**config.mk**
```make
export PLATFORM = sky130hd
export DESIGN_NAME = button_function_selector
export DESIGN_NICKNAME = d
export VERILOG_FILES = /design/src/hdl/button_conditioner.v /design/src/hdl/button_function_selector.v
export VERILOG_INCLUDE_DIRS = /design/src /design/src/hdl
export SDC_FILE = /design/constraint.sdc
export NUM_CORES = 1
export LEC_CHECK = 0
export BUFFER_PORTS_ARGS = -buffer_cell sky130_fd_sc_hd__buf_2
export CAP_MARGIN = 20
export CORE_ASPECT_RATIO = 0.8
export CORE_MARGIN = 1
export CORE_UTILIZATION = 63
export DETAILED_ROUTE_END_ITERATION = 10
export PLACE_DENSITY = 0.82
export RECOVER_POWER = 50
export SLEW_MARGIN = 20
export SYNTH_ARGS = -nofsm -noshare
export SYNTH_HDL_FRONTEND = slang
export SYNTH_SLANG_ARGS = --single-unit
```
**constraint.sdc**
```tcl
create_clock -name sys_clk_i -period 7.75 [get_ports sys_clk_i]
set_input_delay 0 -clock sys_clk_i [delete_from_list [all_inputs] [get_ports sys_clk_i]]
set_output_delay 0 -clock sys_clk_i [all_outputs]
set_load 0.02 [all_outputs]
```
**src/hdl/selector_defs.vh**
```
`ifndef SELECTOR_DEFS_VH
`define SELECTOR_DEFS_VH

// Clock rate
`define CLK_HZ 125000000

// Press timing, in milliseconds
`define ENTRY_HOLD_MS 10000
`define EXIT_HOLD_MS 5000
`define DEBOUNCE_MS 20
`define BLINK_HALF_MS 200

// Synchroniser depth, in cycles
`define SYNC_LAT 32'h2

// Derived cycle counts
`define ENTRY_HOLD_CYC (`ENTRY_HOLD_MS * (`CLK_HZ / 1000))
`define EXIT_HOLD_CYC (`EXIT_HOLD_MS * (`CLK_HZ / 1000))
`define DEBOUNCE_CYC (`DEBOUNCE_MS * (`CLK_HZ / 1000))
`define BLINK_HALF_CYC (`BLINK_HALF_MS * (`CLK_HZ / 1000))

// Confirmation blinks
`define BLINK_COUNT 3

// Selection indices
`define SEL_EXIT 2'h0
`define SEL_RECOVERY 2'h1
`define SEL_FLASH 2'h2
`define SEL_PROFILE 2'h3

// Display codes, two BCD digits
`define CODE_EXIT 8'h51
`define CODE_RECOVERY 8'h55
`define CODE_FLASH 8'h56
`define CODE_PROFILE 8'h57

// LED patterns {activity, speed, duplex}
`define LED_EXIT 3'h1
`define LED_RECOVERY 3'h5
`define LED_FLASH 3'h6
`define LED_PROFILE 3'h7

`endif

```
**src/hdl/button_conditioner.v**
```verilog
`timescale 1ns/1ns
`default_nettype none

// Two-flop synchroniser followed by a stability debouncer
module button_conditioner #(
    parameter [31:0] DEBOUNCE_CYC = 32'd2500000
) (
    input wire sys_clk_i,
    input wire rst_i,
    input wire button_n_i,
    output reg pressed_o
);

reg sync1_q;
reg sync2_q;
reg [31:0] stable_q;

// Synchroniser on the raw pin; reset to the released level, so no false press
always @(posedge sys_clk_i) begin
    if (rst_i) begin
        sync1_q <= 1'b1;
        sync2_q <= 1'b1;
    end else begin
        sync1_q <= button_n_i;
        sync2_q <= sync1_q;
    end
end

// Accept a new level only after it stays put for the whole window
always @(posedge sys_clk_i) begin
    if (rst_i) begin
        stable_q <= 32'h0;
        pressed_o <= 1'b0;
    end else if (~sync2_q == pressed_o) begin
        stable_q <= 32'h0;
    end else if (stable_q >= DEBOUNCE_CYC - 32'd1) begin
        stable_q <= 32'h0;
        pressed_o <= ~sync2_q;
    end else begin
        stable_q <= stable_q + 32'd1;
    end
end

endmodule // button_conditioner

`default_nettype wire

```
**src/hdl/button_function_selector.v**
```verilog
`timescale 1ns/1ns
`default_nettype none
`include "selector_defs.vh"

module button_function_selector #(
    parameter [31:0] ENTRY_HOLD_CYC = `ENTRY_HOLD_CYC,
    parameter [31:0] EXIT_HOLD_CYC = `EXIT_HOLD_CYC,
    parameter [31:0] DEBOUNCE_CYC = `DEBOUNCE_CYC,
    parameter [31:0] BLINK_HALF_CYC = `BLINK_HALF_CYC
) (
    input wire sys_clk_i,
    input wire rst_i,
    input wire button_n_i,
    output reg activity_indicator_o,
    output reg speed_indicator_o,
    output reg duplex_indicator_o,
    output reg [7:0] display_code_o,
    output reg display_on_o,
    output reg mode_active_o,
    output reg func_valid_o,
    output reg [1:0] func_sel_o
);

// Controller states
localparam [2:0] ST_POWERUP = 3'h0;
localparam [2:0] ST_BLINK = 3'h1;
localparam [2:0] ST_SELECT = 3'h2;
localparam [2:0] ST_DONE = 3'h3;
localparam [2:0] ST_NORMAL = 3'h4;

wire pressed;
reg [2:0] state_q;
reg [2:0] state_d;
reg [31:0] hold_q;
reg [31:0] hold_d;
reg [31:0] blink_tmr_q;
reg [31:0] blink_tmr_d;
reg [2:0] blink_cnt_q;
reg [2:0] blink_cnt_d;
reg blink_on_q;
reg blink_on_d;
reg [1:0] sel_q;
reg [1:0] sel_d;
reg long_done_q;
reg long_done_d;
reg pressed_prev_q;
reg [2:0] leds;
reg [7:0] code;
wire release_seen;
wire exit_req;
wire [2:0] lamp_d;

// Raw pin goes straight into the synchroniser; inversion happens after it
button_conditioner #(
    .DEBOUNCE_CYC(DEBOUNCE_CYC)
) u_cond (
    .sys_clk_i(sys_clk_i),
    .rst_i(rst_i),
    .button_n_i(button_n_i),
    .pressed_o(pressed)
);

// Debounced level needs this long to follow a pin held through reset
localparam [31:0] SETTLE_CYC = DEBOUNCE_CYC + `SYNC_LAT;

// Debounced release edge
assign release_seen = !pressed && pressed_prev_q;

// Pattern and code of the next choice, so lamps and code move together
always @* begin
    case (sel_d)
        `SEL_EXIT: begin
            leds = `LED_EXIT;
            code = `CODE_EXIT;
        end
        `SEL_RECOVERY: begin
            leds = `LED_RECOVERY;
            code = `CODE_RECOVERY;
        end
        `SEL_FLASH: begin
            leds = `LED_FLASH;
            code = `CODE_FLASH;
        end
        default: begin
            leds = `LED_PROFILE;
            code = `CODE_PROFILE;
        end
    endcase
end

// Next-state logic
always @* begin
    state_d = state_q;
    hold_d = hold_q;
    blink_tmr_d = blink_tmr_q;
    blink_cnt_d = blink_cnt_q;
    blink_on_d = blink_on_q;
    sel_d = sel_q;
    long_done_d = long_done_q;
    case (state_q)
        ST_POWERUP: begin
            // Pressed reads low until the conditioner settles; judge only after
            if (!pressed && hold_q >= SETTLE_CYC) begin
                state_d = ST_NORMAL;
            end else if (pressed && hold_q >= ENTRY_HOLD_CYC) begin
                state_d = ST_BLINK;
                hold_d = 32'h0;
                blink_tmr_d = 32'h0;
                blink_cnt_d = 3'h0;
                blink_on_d = 1'b1;
                sel_d = `SEL_EXIT;
                long_done_d = 1'b1;
            end else begin
                hold_d = hold_q + 32'd1;
            end
        end
        ST_BLINK: begin
            if (blink_tmr_q >= BLINK_HALF_CYC - 32'd1) begin
                blink_tmr_d = 32'h0;
                blink_on_d = ~blink_on_q;
                // Each dark half that ends closes one flash
                if (!blink_on_q && blink_cnt_q == (`BLINK_COUNT - 1)) begin
                    state_d = ST_SELECT;
                end else if (blink_on_q) begin
                    blink_on_d = 1'b0;
                end else begin
                    blink_cnt_d = blink_cnt_q + 3'd1;
                end
            end else begin
                blink_tmr_d = blink_tmr_q + 32'd1;
            end
        end
        ST_SELECT: begin
            // The entry hold is still down at first; ignore it until release
            if (!pressed) begin
                hold_d = 32'h0;
                // Release of a short press steps on
                if (release_seen && !long_done_q) begin
                    if (sel_q == `SEL_PROFILE) begin
                        sel_d = `SEL_EXIT;
                    end else begin
                        sel_d = sel_q + 2'd1;
                    end
                end
                long_done_d = 1'b0;
            end else if (!long_done_q) begin
                if (hold_q >= EXIT_HOLD_CYC - 32'd1) begin
                    state_d = ST_DONE;
                end else begin
                    hold_d = hold_q + 32'd1;
                end
            end
        end
        ST_DONE: begin
            // Request issued; only a reset leaves here
            state_d = ST_DONE;
        end
        default: begin
            // Normal start; the button has no say here
            state_d = ST_NORMAL;
        end
    endcase
end

// Controller state; every reset restarts the power-up timing
always @(posedge sys_clk_i) begin
    if (rst_i) begin
        state_q <= ST_POWERUP;
    end else begin
        state_q <= state_d;
    end
end

// Hold timer, shared by the entry and exit holds
always @(posedge sys_clk_i) begin
    if (rst_i) begin
        hold_q <= 32'h0;
    end else begin
        hold_q <= hold_d;
    end
end

// Flash half-period timer
always @(posedge sys_clk_i) begin
    if (rst_i) begin
        blink_tmr_q <= 32'h0;
    end else begin
        blink_tmr_q <= blink_tmr_d;
    end
end

// Flash count and lamp phase
always @(posedge sys_clk_i) begin
    if (rst_i) begin
        blink_cnt_q <= 3'h0;
        blink_on_q <= 1'b0;
    end else begin
        blink_cnt_q <= blink_cnt_d;
        blink_on_q <= blink_on_d;
    end
end

// Current choice
always @(posedge sys_clk_i) begin
    if (rst_i) begin
        sel_q <= `SEL_EXIT;
    end else begin
        sel_q <= sel_d;
    end
end

// Masks the entry hold so it never counts as an exit hold
always @(posedge sys_clk_i) begin
    if (rst_i) begin
        long_done_q <= 1'b0;
    end else begin
        long_done_q <= long_done_d;
    end
end

// Last debounced level, for the release edge
always @(posedge sys_clk_i) begin
    if (rst_i) begin
        pressed_prev_q <= 1'b0;
    end else begin
        pressed_prev_q <= pressed;
    end
end

// Next lamp levels, one slice per indicator {activity, speed, duplex}
genvar gi;
generate
    for (gi = 0; gi < 3; gi = gi + 1) begin : g_lamp
        assign lamp_d[gi] = (state_d == ST_BLINK) ? blink_on_d :
            ((state_d == ST_SELECT) ? leds[gi] : 1'b0);
    end
endgenerate

// Indicator flops; all lit in the flash, the pattern while selecting
always @(posedge sys_clk_i) begin
    if (rst_i) begin
        activity_indicator_o <= 1'b0;
        speed_indicator_o <= 1'b0;
        duplex_indicator_o <= 1'b0;
    end else begin
        activity_indicator_o <= lamp_d[2];
        speed_indicator_o <= lamp_d[1];
        duplex_indicator_o <= lamp_d[0];
    end
end

// Display dark outside the selection, code of the choice inside it
always @(posedge sys_clk_i) begin
    if (rst_i) begin
        display_code_o <= 8'h00;
        display_on_o <= 1'b0;
    end else if (state_d == ST_SELECT) begin
        display_code_o <= code;
        display_on_o <= 1'b1;
    end else begin
        display_code_o <= 8'h00;
        display_on_o <= 1'b0;
    end
end

// Mode flag covers both the flash and the selection
always @(posedge sys_clk_i) begin
    if (rst_i) begin
        mode_active_o <= 1'b0;
    end else begin
        mode_active_o <= (state_d == ST_BLINK) || (state_d == ST_SELECT);
    end
end

// Leaving the selection with the choice still standing
assign exit_req = (state_q == ST_SELECT) && (state_d == ST_DONE);

// One-cycle request; the chosen function stays on its pins until reset
always @(posedge sys_clk_i) begin
    if (rst_i) begin
        func_valid_o <= 1'b0;
        func_sel_o <= 2'h0;
    end else if (exit_req) begin
        func_valid_o <= 1'b1;
        func_sel_o <= sel_q;
    end else begin
        func_valid_o <= 1'b0;
    end
end

endmodule // button_function_selector

`default_nettype wire

```
==> impl_metrics.env <==
export IMPL_setup_viol_count_final=0
export IMPL_dr_wl_met3_um=1050
export IMPL_clk_pin_slew_ns=0.05
export IMPL_die_w_um=109
export IMPL_mostFrequentLayoutCells="122 x dfxtp_1, 118 x nor2_1, 47 x nand2_1"
export IMPL_violations="capacitance limit, slew limit"
export IMPL_cp_required_ns=8.09
export IMPL_ys_ff_latch=122
export IMPL_grt_pass1_wl_um=22300
export IMPL_finalClockSkew_ns=0.00749
export IMPL_vias_per_cell=6.06
export IMPL_switchingPower_uw=314
export IMPL_drt_wl_total_um=13200
export IMPL_critPathMaxFanout=32
export IMPL_critPathKind="flop to flop"
export IMPL_final_layout_size_suffix_gt1_share_pct=6.58
export IMPL_yosysTopAreaCellShare_pct=42.6
export IMPL_synth_edf_count=0
export IMPL_synth_ff_type="dfxtp_1"
export IMPL_num_vias=5007
export IMPL_die_area_mm2=0.00949
export IMPL_cts_resized=0
export IMPL_pwr_share_seq_pct=43.1
export IMPL_ir_drop_v=0.000279
export IMPL_die_h_um=87.3
export IMPL_clock_tree_root_cell="clkbuf_16"
export IMPL_maxSlewViolCount=17
export IMPL_initialDrtViolationCount=478
export IMPL_fmax_ghz=0.244
export IMPL_power_density_mw_per_mm2=228
export IMPL_avgSynthCellArea_um2=8.39
export IMPL_finalCritPeriodShare_pct=52.8
export IMPL_synth_cell_types=64
export IMPL_diodes=0
export IMPL_grt_overflow_total=0
export IMPL_mostFrequentLayoutCell="dfxtp_1"
export IMPL_grt_pass1_vias=4702
export IMPL_fillers=615
export IMPL_setup_slack_ns=3.66
export IMPL_utilization_pct=74.8
export IMPL_fp_row_count=30
export IMPL_syn_cell_area_mm2=0.00573
export IMPL_dp_hpwl_um=8690
export IMPL_grt_max_degree=33
export IMPL_clock_path_buffers=2
export IMPL_antenna_found_initial=0
export IMPL_max_slew_margin_pct=-40.3
export IMPL_cts_htree_levels=4
export IMPL_p_sw_share_pct=21.2
export IMPL_hold_viol=0
export IMPL_wl_met2_um=5960
export IMPL_track_usage_pct=30.4
export IMPL_p_clk_share_pct=55.4
export IMPL_fin_nets=711
export IMPL_io_buffer_count=15
export IMPL_worstHoldPathType="primary input to flop"
export IMPL_cp_data_arrival_time_ns=4.43
export IMPL_initial_core_util_pct=66.1
export IMPL_ys_seq_area_share_pct=42.6
export IMPL_startpoint_type="flop"
export IMPL_gp_congestion=0.922
export IMPL_clk_insertion_delay_late_ns=0.42
export IMPL_worst_slew_pin_slew_ns=2.09
export IMPL_async_flop_share_pct=0
export IMPL_rsz0062_at_grt="false"
export IMPL_route_detailed_drc=0
export IMPL_core_area_mm2=0.00867
export IMPL_io_pin_count=19
export IMPL_cts_tree="done"
export IMPL_firstDrtPassIters=5
export IMPL_synth_warnings=0
export IMPL_synth_cells=683
export IMPL_wire_per_inst_um=16.0
export IMPL_power_frac_comb_pct=1.5
export IMPL_clkSinkCount=122
export IMPL_cp_end_kind="flop"
export IMPL_pre_cts_ws_ns=4.54
export IMPL_dp_cells=792
export IMPL_maxCapViolCount=1
export IMPL_outcome="complete, but fails checks"
export IMPL_synth_area_leader_cell="dfxtp_1"
export IMPL_p_leak_uw=0.00232
export IMPL_met1_length_um=5970
export IMPL_fin_crit_ns=4.09
export IMPL_yosys_top_cells_area="dfxtp_1 43%, nor2_1 7.7%, xnor2_1 6.4%"
export IMPL_final_cells=826
export IMPL_ant_nets=0
export IMPL_area_growth_synth_to_final_pct=13.2
export IMPL_fin_setup_tns_ns=0
export IMPL_cts_buffers=17
export IMPL_routed_top_layer="met4"
export IMPL_intPower_uw=1160
-- logic make-up after synthesis --
family          after synthesis  share of synthesized area, %
mux                           8                          1.42
other cells                   1                        0.0654
flops                       122                          42.6
compound gates               81                          9.74
simple gates                353                          31.6
xor+xnor                     62                          9.47
buf+inv                      49                          3.58
fa+ha+maj                     7                          1.53
-- repair_timing --
item                      4_1_cts  5_1_grt
setup buffers                   0        0
hold endpoints to repair        6        0
hold buffers                    2        0
-- state kept, by name (all words and copies together), names as in the netlist --
name,cells
blink_on_q,1
display_code_o,4
u_cond.pressed_o,1
func_valid_o,1
blink_cnt_q,3
u_cond.sync1_q,1
u_cond.sync2_q,1
pressed_prev_q,1
display_on_o,1
speed_indicator_o,1
blink_tmr_q,32
state_q,3
hold_q,32
duplex_indicator_o,1
mode_active_o,1
long_done_q,1
func_sel_o,2
activity_indicator_o,1
sel_q,2
u_cond.stable_q,32
-- cells in the mapped netlist (all sizes together), types with 3 or more instances --
| master | count |
|---|---|
| a211oi | 3 |
| a21oi | 19 |
| a31oi | 6 |
| a41oi | 4 |
| and2 | 12 |
| and3 | 14 |
| and4 | 7 |
| buf | 12 |
| clkbuf | 20 |
| dfxtp | 122 |
| ha | 7 |
| inv | 17 |
| mux2i | 7 |
| nand2 | 47 |
| nand2b | 6 |
| nand3 | 33 |
| nand4 | 19 |
| nand4b | 4 |
| nor2 | 118 |
| nor2b | 7 |
| nor3 | 27 |
| nor4 | 22 |
| nor4b | 3 |
| o211ai | 6 |
| o21ai | 15 |
| o31ai | 6 |
| or2 | 6 |
| or3 | 12 |
| or4 | 6 |
| xnor2 | 42 |
| xor2 | 20 |
-- critical path, cell delays in order (launching register included) --
cell and delay, ns:
dfxtp_1 0.38, or4_1 0.58, nor4_1 0.33, a21oi_1 0.24, o31ai_1 1.65, o21ai_4 0.56
a21oi_1 0.26
-- cell type report --
class | instances | area [um2] | share of cell area (%)
clock buffers | 19 | 453 | 6.98
clock inverters | 13 | 168 | 2.58
inverters | 17 | 63.8 | 0.984
multi-input cells | 524 | 3130 | 48.3
flip-flops and latches | 122 | 2440 | 37.6
well taps | 112 | 140 | 2.16
repair buffers | 19 | 88.8 | 1.37
-- path summary, 6_finish.rpt --
check	start	endpoint	slack [ns]	depth (start not counted)
setup / recovery	hold_q[19]	blink_tmr_q[30]	3.66	6
setup reg to reg	hold_q[19]	blink_tmr_q[30]	3.66	6
hold reg to reg	u_cond.sync1_q	u_cond.sync2_q	0.43	1
hold / removal	button_n_i	u_cond.sync1_q	0.31	3
-- routing by layer --
metal / up-vias / global-route usage [%]
li1: 2425 / -
met1: 2341 / 39.6
met2: 212 / 47.8
met3: 29 / 8.68
met4: 0 / 11.4
met5: - / 0
-- power by group through the flow --
stage	Sequential [uW]	Clock, uW	Combinational (uW)
after global routing	636	856	24.8
final	636	818	22.4
after floorplan	648	0	17.2
after detailed placement	649	0	21.0
after global placement	649	0	20.1
after CTS	636	828	22.1
-- per-stage QoR --
step | area (um2) | hold slack [ns] | power (uW)
2_1_floorplan | 5780 | 0.104 | 665
3_3_place_gp | 5870 | 0.201 | 669
3_5_place_dp | 5880 | 0.205 | 670
4_1_cts | 6520 | 0.301 | 1490
5_1_grt | 6490 | 0.326 | 1520
6_report | 6490 | 0.308 | 1480
No activity file was read; power rests on OpenSTA's default activity.
